`config.mk`:
```
export PLATFORM = sky130hd
export DESIGN_NAME = xid_decoder
export DESIGN_NICKNAME = d
export VERILOG_FILES = /design/src/hdl/xid_pkg.sv /design/src/hdl/xid_mem_if.sv /design/src/hdl/xid_addr_unit.sv /design/src/hdl/xid_decoder.sv
export VERILOG_INCLUDE_DIRS = /design/src /design/src/hdl
export SDC_FILE = /design/constraint.sdc
export NUM_CORES = 1
export LEC_CHECK = 0
export BUFFER_PORTS_ARGS = -buffer_cell sky130_fd_sc_hd__buf_2
export CAP_MARGIN = 10
export CORE_MARGIN = 10
export CORE_UTILIZATION = 54
export DETAILED_ROUTE_END_ITERATION = 12
export PLACE_DENSITY = 0.86
export SYNTH_ARGS = -nofsm -noshare
export SYNTH_HDL_FRONTEND = slang
export SYNTH_SLANG_ARGS = --single-unit
export TNS_END_PERCENT = 20
```
`constraint.sdc`:
```
create_clock -name clock_in -period 4.4 [get_ports clock_in]
set_clock_uncertainty 0.15 [all_clocks]
set_input_delay 0.22 -clock clock_in [delete_from_list [all_inputs] [get_ports clock_in]]
set_output_delay 0.22 -clock clock_in [all_outputs]
set_load 0.03 [all_outputs]
```
`src/hdl/xid_defs.svh`:
```
// constants for the extended instruction decoder
`ifndef XID_DEFS_SVH
`define XID_DEFS_SVH
`define XID_OPC_HI        8'hE8
`define XID_OPC_ADD       2'h0
`define XID_OPC_SUB       2'h1
`define XID_OPC_PUSH      2'h2
`define XID_OPC_MOVE      2'h3
`define XID_OPC_REGISTER_INDIRECT_CALL     16'h0014
`define XID_SECOND_PFX    4'hF
`define XID_FRAME_SEL     2'h3
`define XID_INDEX_LIMIT   8'h5F
`define XID_ADDR_W        12
`define XID_ZERO_BYTE     8'h00
`define XID_ZERO_ADDR     12'h000
`define XID_ONE_ADDR      12'h001
`define XID_ZERO_PC       21'h000000
`define XID_PC_STEP       21'h000002
// indirect addressing registers: the window of indirect data ports
`define XID_IND_BASE      12'hFDF
`define XID_IND_MASK      12'hFF8
`define XID_IND_MATCH     12'hFD8
`define XID_IND_HI_BASE   12'hFE7
`define XID_IND_HI_MATCH  12'hFE0
`define XID_IND_HI2_MATCH 12'hFE8
`define XID_IND_LOW_BITS  3'h7
`define XID_IND_SKIP      3'h5
`endif

```
`src/hdl/xid_pkg.sv`:
```
// types for the extended instruction decoder
package xid_pkg;
  typedef enum logic [2:0] {
    XID_IDLE,
    XID_RET_WAIT,
    XID_CALL_WAIT,
    XID_MOVE_SECOND
  } xid_state_t;
  typedef enum logic [2:0] {
    XID_OP_NONE,
    XID_OP_ADD,
    XID_OP_SUB,
    XID_OP_PUSH,
    XID_OP_MOVE,
    XID_OP_CALL
  } xid_op_t;
endpackage

```
`src/hdl/xid_mem_if.sv`:
```
// data memory request bundle between the decoder and its address unit
`timescale 1ns/1ps
interface xid_mem_if;
  logic [11:0] frame_ptr;
  logic [6:0]  offset;
  logic [11:0] addr;
  logic        is_indirect;
  modport requester (output frame_ptr, output offset, input addr, input is_indirect);
  modport unit      (input frame_ptr, input offset, output addr, output is_indirect);
endinterface

```
`src/hdl/xid_addr_unit.sv`:
```
// frame-relative address generator with indirect register detection
`timescale 1ns/1ps
`include "xid_defs.svh"
module xid_addr_unit (
  xid_mem_if.unit port_io
);
  // flag the indirect data ports (all three fsr windows)
  function automatic logic xid_is_ind(input logic [11:0] a);
    xid_is_ind = ((a & `XID_IND_MASK) == `XID_IND_MATCH && a[2:0] != `XID_IND_SKIP)
              || ((a & `XID_IND_MASK) == `XID_IND_HI_MATCH && a[2:0] != `XID_IND_SKIP)
              || ((a & `XID_IND_MASK) == `XID_IND_HI2_MATCH && a[2:0] != `XID_IND_SKIP);
  endfunction
  // wraps inside the 4096-byte data space
  assign port_io.addr        = port_io.frame_ptr + {5'h00, port_io.offset};
  assign port_io.is_indirect = xid_is_ind(port_io.addr);
endmodule

```
`src/hdl/xid_decoder.sv`:
```
// extended instruction decoder and executor
//
// Contract
// - extension on when unprogrammed; a programmed configuration bit enables or disables it.
// - access-bank operand 5Fh or below becomes offset from the frame pointer.
// - pointer add adds 6-bit literal to selected pointer, one cycle, no flags.
// - pointer subtract removes 6-bit literal from selected pointer, one cycle, no flags.
// - selector 11 targets the frame pointer and makes the returning variant.
// - returning variants load program counter from the return stack top.
// - returning variants take two cycles, second one idle.
// - indirect call pushes next address, loads low byte from working register, latches upper.
// - indirect call performs no shadow save or restore.
// - indexed-to-absolute move reads frame plus offset, writes 12-bit address, two cycles.
// - indexed-to-indexed move uses two frame offsets, chosen by one opcode bit.
// - move addresses reach the whole 4096-byte data space.
// - indirect source address yields 00h instead of an indirect access.
// - indirect destination of indexed move suppresses the write.
// - literal push writes at frame pointer then decrements it, one cycle.
`timescale 1ns/1ps
`include "xid_defs.svh"
module xid_decoder #(
  parameter logic EXT_DEFAULT = 1'b1
) (
  // clock and reset
  input  wire logic        clock_in,
  input  wire logic        rstn_in,
  // configuration load
  input  wire logic        cfg_valid_in,
  input  wire logic        extension_enable_bit_in,
  // instruction stream
  input  wire logic        instr_valid_in,
  input  wire logic [15:0] instr_in,
  // operand of a standard byte or bit instruction
  input  wire logic        access_bit_in,
  input  wire logic [7:0]  file_operand_in,
  // core registers read by the call and return forms
  input  wire logic [7:0]  working_register_in,
  input  wire logic [7:0]  counter_latch_high_in,
  input  wire logic [7:0]  counter_latch_upper_in,
  input  wire logic [20:0] pc_in,
  input  wire logic [20:0] return_stack_top_in,
  // data memory read return
  input  wire logic [7:0]  mem_rdata_in,
  // status and sequencing
  output logic             extension_active_out,
  output logic             indexed_operand_out,
  output logic [11:0]      indexed_addr_out,
  output logic             busy_out,
  // data memory requests
  output logic             mem_read_out,
  output logic [11:0]      mem_raddr_out,
  output logic             mem_write_out,
  output logic [11:0]      mem_waddr_out,
  output logic [7:0]       mem_wdata_out,
  // program counter and return stack
  output logic             pc_load_out,
  output logic [20:0]      pc_value_out,
  output logic             push_out,
  output logic [20:0]      push_value_out,
  output logic             pop_out,
  // file select pointers
  output logic [11:0]      ptr0_out,
  output logic [11:0]      ptr1_out,
  output logic [11:0]      ptr2_out
);
  // ==========================================================
  // state
  typedef struct packed {
    // sequencing
    xid_pkg::xid_state_t st;
    // enable flag
    logic                ext_on;
    // file select pointers
    logic [11:0]         ptr0;
    logic [11:0]         ptr1;
    logic [11:0]         ptr2;
    // move source capture
    logic [7:0]          src_data;
    logic                move_ss;
    // data memory write port
    logic                mem_write;
    logic [11:0]         mem_waddr;
    logic [7:0]          mem_wdata;
    // program counter and return stack
    logic                pc_load;
    logic [20:0]         pc_value;
    logic                push;
    logic [20:0]         push_value;
    logic                pop;
  } xid_regs_t;

  xid_regs_t r;
  xid_regs_t next_r;

  // one request bundle per address unit, all relative to the frame pointer
  xid_mem_if src_if ();
  xid_mem_if dst_if ();
  xid_mem_if opd_if ();

  // ==========================================================
  // address units
  // source of a move
  xid_addr_unit u_src (.port_io(src_if.unit));
  // destination of an indexed move
  xid_addr_unit u_dst (.port_io(dst_if.unit));
  // operand of a standard instruction in the access window
  xid_addr_unit u_opd (.port_io(opd_if.unit));

  // move source: offset in the first word
  assign src_if.frame_ptr = r.ptr2;
  assign src_if.offset    = instr_in[6:0];

  // move destination: offset in the second word
  assign dst_if.frame_ptr = r.ptr2;
  assign dst_if.offset    = instr_in[6:0];

  // standard operand offset
  assign opd_if.frame_ptr = r.ptr2;
  assign opd_if.offset    = file_operand_in[6:0];

  // ==========================================================
  // decode of the first word
  // top byte of the add form; its six high bits are shared by the literal and move forms
  localparam logic [7:0] EXT_HI = `XID_OPC_HI;

  function automatic xid_pkg::xid_op_t xid_decode(input logic [15:0] w);
    xid_decode = xid_pkg::XID_OP_NONE;
    // the call form is one fixed word
    if (w == `XID_OPC_REGISTER_INDIRECT_CALL) begin
      xid_decode = xid_pkg::XID_OP_CALL;
    // the other forms share six top bits; the next two pick the form
    end else if (w[15:10] == EXT_HI[7:2]) begin
      unique case (w[9:8])
        `XID_OPC_ADD:  xid_decode = xid_pkg::XID_OP_ADD;
        `XID_OPC_SUB:  xid_decode = xid_pkg::XID_OP_SUB;
        `XID_OPC_PUSH: xid_decode = xid_pkg::XID_OP_PUSH;
        `XID_OPC_MOVE: xid_decode = xid_pkg::XID_OP_MOVE;
      endcase
    end
  endfunction

  // ==========================================================
  // decoded operation and literal
  xid_pkg::xid_op_t op;
  logic [11:0]      lit;
  logic [2:0]       sel_hot;
  logic [11:0]      sel_ptr;
  logic [11:0]      adj_ptr;

  // extension words decode only while the enable flag is set
  assign op  = r.ext_on ? xid_decode(instr_in) : xid_pkg::XID_OP_NONE;
  assign lit = {6'h00, instr_in[5:0]};

  // ==========================================================
  // pointer selection
  // selector decode, shared by the pointer read and the pointer write
  function automatic logic [2:0] xid_ptr_hot(input logic [1:0] sel);
    unique case (sel)
      2'h0:    xid_ptr_hot = 3'h1;
      2'h1:    xid_ptr_hot = 3'h2;
      default: xid_ptr_hot = 3'h4;
    endcase
  endfunction

  assign sel_hot = xid_ptr_hot(instr_in[7:6]);

  // pick the pointer the selector names
  always_comb begin
    sel_ptr = r.ptr2;
    if (sel_hot[0]) begin
      sel_ptr = r.ptr0;
    end else if (sel_hot[1]) begin
      sel_ptr = r.ptr1;
    end
    adj_ptr = (op == xid_pkg::XID_OP_SUB) ? sel_ptr - lit : sel_ptr + lit;
  end

  // ==========================================================
  // next state
  always_comb begin
    next_r           = r;
    // pulses last one cycle unless set again below
    next_r.mem_write = 1'b0;
    next_r.pc_load   = 1'b0;
    next_r.push      = 1'b0;
    next_r.pop       = 1'b0;
    // a programming write replaces the enable flag
    if (cfg_valid_in) begin
      next_r.ext_on = extension_enable_bit_in;
    end
    unique case (r.st)
      xid_pkg::XID_IDLE: begin
        // first word of an instruction
        if (instr_valid_in) begin
          unique case (op)
            // pointer adjust; the selector 11 frame pointer form also returns
            xid_pkg::XID_OP_ADD, xid_pkg::XID_OP_SUB: begin
              if (sel_hot[0]) begin
                next_r.ptr0 = adj_ptr;
              end else if (sel_hot[1]) begin
                next_r.ptr1 = adj_ptr;
              end else begin
                next_r.ptr2 = adj_ptr;
              end
              // jump to the return stack top and drop that entry
              if (instr_in[7:6] == `XID_FRAME_SEL) begin
                next_r.pc_load  = 1'b1;
                next_r.pc_value = return_stack_top_in;
                next_r.pop      = 1'b1;
                next_r.st       = xid_pkg::XID_RET_WAIT;
              end
            end
            // literal stored at the frame pointer
            xid_pkg::XID_OP_PUSH: begin
              next_r.mem_write = 1'b1;
              next_r.mem_waddr = r.ptr2;
              next_r.mem_wdata = instr_in[7:0];
              // post-decrement, so the next push lands below
              next_r.ptr2      = r.ptr2 - `XID_ONE_ADDR;
            end
            xid_pkg::XID_OP_CALL: begin
              // no shadow copies of working, status or bank registers
              next_r.push       = 1'b1;
              next_r.push_value = pc_in + `XID_PC_STEP;
              // target from the latched upper bytes and the working register
              next_r.pc_load    = 1'b1;
              next_r.pc_value   = {counter_latch_upper_in[4:0], counter_latch_high_in, working_register_in};
              next_r.st         = xid_pkg::XID_CALL_WAIT;
            end
            // source read now, destination with the second word
            xid_pkg::XID_OP_MOVE: begin
              next_r.src_data = src_if.is_indirect ? `XID_ZERO_BYTE : mem_rdata_in;
              next_r.move_ss  = instr_in[7];
              next_r.st       = xid_pkg::XID_MOVE_SECOND;
            end
            // standard instructions are not handled here
            default: begin
            end
          endcase
        end
      end
      // second cycle of a return or call is idle
      xid_pkg::XID_RET_WAIT, xid_pkg::XID_CALL_WAIT: begin
        next_r.st = xid_pkg::XID_IDLE;
      end
      xid_pkg::XID_MOVE_SECOND: begin
        // the second word is consumed here, never decoded as its own instruction
        if (instr_valid_in && instr_in[15:12] == `XID_SECOND_PFX) begin
          next_r.st        = xid_pkg::XID_IDLE;
          next_r.mem_wdata = r.src_data;
          // indexed destination, else the 12-bit address of the second word
          if (r.move_ss) begin
            next_r.mem_waddr = dst_if.addr;
            next_r.mem_write = !dst_if.is_indirect;
          end else begin
            next_r.mem_waddr = instr_in[11:0];
            next_r.mem_write = 1'b1;
          end
        end
      end
    endcase
  end

  // ==========================================================
  // register the state
  always_ff @(posedge clock_in or negedge rstn_in) begin
    // reset leaves the extension on, as on an unprogrammed part
    if (!rstn_in) begin
      r            <= '0;
      r.st         <= xid_pkg::XID_IDLE;
      r.ext_on     <= EXT_DEFAULT;
    end else begin
      r <= next_r;
    end
  end

  // ==========================================================
  // outputs
  // status and sequencing
  assign extension_active_out = r.ext_on;
  assign indexed_operand_out  = r.ext_on && !access_bit_in && file_operand_in <= `XID_INDEX_LIMIT;
  assign indexed_addr_out     = opd_if.addr;
  assign busy_out             = r.st != xid_pkg::XID_IDLE;

  // data memory: the source read is combinational, the write registered
  assign mem_read_out         = r.st == xid_pkg::XID_IDLE && op == xid_pkg::XID_OP_MOVE && instr_valid_in
                                && !src_if.is_indirect;
  assign mem_raddr_out        = src_if.addr;
  assign mem_write_out        = r.mem_write;
  assign mem_waddr_out        = r.mem_waddr;
  assign mem_wdata_out        = r.mem_wdata;

  // program counter and return stack
  assign pc_load_out          = r.pc_load;
  assign pc_value_out         = r.pc_value;
  assign push_out             = r.push;
  assign push_value_out       = r.push_value;
  assign pop_out              = r.pop;

  // file select pointers
  assign ptr0_out             = r.ptr0;
  assign ptr1_out             = r.ptr1;
  assign ptr2_out             = r.ptr2;
endmodule

```
==> results.yml <==
global_routing:
  grt_pass1_vias: 7824
  grt_overflow: 0
  groute.usage.overall_pct: 25.0
  grt_max_degree: 85
  antenna_found_initial: 4
  grt_pass1_wl_microns: 41000
worst_setup_path:
  start_kind: "primary input"
  slowest_delay_ns: 0.53
  cp.arrival_ns: 4.11
  crit_top_cell: "o21ai_0"
  regToRegStartpoint: "extension_active_out"
  path_buf_inv: 2
  r2r-end: "ptr2_out[9]"
  crit_slowest_cell: "dlygate4sd3_1"
  crit_fanout: 9
  cp_num_cells: 16
  required_ns: 4.54
  r2r_cells: 13
  reg2reg_slack_ns: 0.63
  crit_family: "compound AO/OA/AOI/OAI gates"
  cp-end-kind: "flip-flop"
  path_cells: "dlygate4sd3_1 > buf_2 > ha_1 > nand2b_1 > nor3_2 > nand3_2 > o21ai_0 > xor2_1 > ha_1 > o21ai_0 > a21oi_1 > o2111a_1 > a311oi_1 > nand2_1 > o21ai_0 > a21oi_1"
  critical_path_class: "primary input to flip-flop"
layout:
  final_cells: 1361
  nFillCells: 1214
  area_growth_pct: 21.0
  multi_input_area_sq_um: 4390
  final_nets: 1300
  final_layout_size_suffix_gt1_share_pct: 25.8
  fin_area_sq_um: 9990
  regArea_sq_um: 2850
  post-route-util_pct: 66.2
outcome:
  violations: "negative hold slack"
  outcome: "complete, but fails checks"
clocking:
  clock-sinks: 114
  clk_pin_slew_ns: 0.06
  cts_setup_buffers: 0
  clk_latency_ns: 0.42
  htreeDepth: 4
  cts_tree: "done"
  clock_path_buffers: 2
  cts_resized: 0
  numCtsBuffers: 17
  cts_root_buffer: "clkbuf_16"
yosys:
  synth-seq-cells: 114
  yosysUniqueCellTypes: 73
  synth_edf_count: 0
  avgSynthCellArea_sq_um: 8.41
  synth_cells: 982
  yosysTopAreaCellShare_pct: 34.2
  synth_area_leaders: "dfrtp_1 (34%), buf_4 (9.0%), nand2_1 (7.5%)"
  synthesis.area_sq_um: 8260
  async_reset_ff_share_pct: 100
  yosys_most_used_dff: "dfrtp_1"
  yosysTopAreaCell: "dfrtp_1"
  ys_warn_count: 0
  syn-num-nets: 1124
  yosysSeqAreaShare_pct: 34.6
pwr:
  p_leak_nw: 4.96
  powerDensity_nw_per_um2: 314
  total_power_mw: 3.14
  vdd_ir_drop_max_uv: 249
floorplanning:
  core_sq_um: 15100
  placementRows: 45
  die_y_microns: 144
  io_pins: 234
  dieArea_sq_um: 20600
  die_w_microns: 144
  initial_utilization_pct: 54.7
min_path:
  worstHoldPathCells: 3
  min_to: "push_value_out[20]"
  min_from: "pc_in[20]"
  hp-class: "primary input to flip-flop"
sta:
  fmax_mhz: 252
  setup_tns_ns: 0
  finalCritPeriodShare_pct: 90.2
  slew-limit-headroom_pct: 27.0
  setup_slack_ns: 0.433
  drv_slew: 0
  setup_viol: 0
  tightest_slew_ns: 1.09
  rsz0062_at_grt: "no"
  period_minus_slack_ns: 3.97
  holdWs_ns: -0.0108
  hold_viol_final: 2
detailed_routing:
  drt_first_iter_violations: 831
  wl_microns: 26400
  vias: 7993
  antenna_left: 0
  vias_per_cell: 5.87
  wl_per_cell_microns: 19.4
  drc: 0
  dr.pass1.iters: 5
place:
  place.gp.congestion: 0.978
  dpl-instance-area_sq_um: 8800
  place_ws_ns: 0.692
  post-place-cells: 1268
  dp_hpwl_microns: 18800
  io_buffer_count: 230
job:
  drv_cap: 0
[cell families (layout without fill, tap and decap cells)]
family	Yosys count	in the layout	share of synthesized area (%)
xor+xnor	50	50	5.30
fa+ha+maj	40	40	6.27
buf+inv	168	357	12.3
simple gates	333	333	19.3
mux	29	29	3.61
flops	114	114	34.6
compound gates	248	248	18.6
other cells	0	2	0
[synthesized netlist by cell type (7+ instances only)]
cell	instances
nand2_1	164
dfrtp_1	113
o21ai_0	105
buf_4	99
nor2_1	52
a21oi_1	40
ha_1	35
a22oi_1	33
clkbuf_1	32
xor2_1	28
inv_1	27
mux2i_1	26
xnor2_1	22
nand3_1	18
and3_1	16
nor3_1	13
nand2b_1	12
o21ai_1	11
o31ai_2	9
nand4_1	7
or3_1	7
[worst max path at each step]
stage,startpoint,endpoint,slack [ns]
global placement,instr_in[8],ptr2_out[9],0.82
floorplan,ptr2_out[0],mem_read_out,0.70
global route,instr_in[8],ptr2_out[9],0.15
CTS,instr_in[8],ptr2_out[9],0.50
detailed placement,instr_in[8],ptr2_out[9],0.69
finish,instr_in[8],ptr2_out[9],0.43
[cell usage in the layout (no fill, tap or decap), types with 17 or more instances in the layout]
cell             n
o21ai_0        104
a21oi_1         40
ha_1            35
xnor2_1         22
xor2_1          28
buf_2          229
inv_1           27
dfrtp_1        113
clkbuf_16       17
nand2_1        164
nor2_1          52
a22oi_1         33
nand3_1         18
mux2i_1         26
dlygate4sd3_1   59
[where the power goes]
group / switching, mW / internal, mW
Clock: 0.524 / 0.871
Sequential: 0.0311 / 1.07
Combinational: 0.434 / 0.214
[state kept, by name, indices dropped and copies added, names as in the netlist]
name	cells
push_out	1
mem_write_out	1
mem_wdata_out	8
pop_out	1
ptr1_out	12
r	11
push_value_out	21
extension_active_out	1
pc_load_out	1
pc_value_out	21
ptr2_out	12
mem_waddr_out	12
ptr0_out	12
[layout make-up]
type | instances | area share [%]
flip-flops and latches | 114 | 28.6
diodes | 2 | 0.0501
clock inverters | 13 | 1.49
well taps | 188 | 2.35
repair buffers | 298 | 18.1
inverters | 27 | 1.01
clock buffers | 19 | 4.53
multi-input cells | 700 | 43.9
[per-layer routing]
layer / part of all wire (%) / GRT usage [%] / routed length, microns
met3: 9.9 / 8.02 / 2610
met2: 48 / 40.6 / 12700
met4: 4.1 / 12.3 / 1080
met1: 38 / 29.2 / 10000
met5: 0.10 / 0 / 27
[worst min-delay path, stage by stage]
cell,delay (ns)
buf_2,0.08
xor2_1,0.05
o21ai_0,0.16
[repair_timing]
action                                  CTS  global route
endpoints found under the setup margin    0             0
hold buffers                             59             0
endpoints found under the hold margin   124             0
No activity file was read; power rests on OpenSTA's default activity.
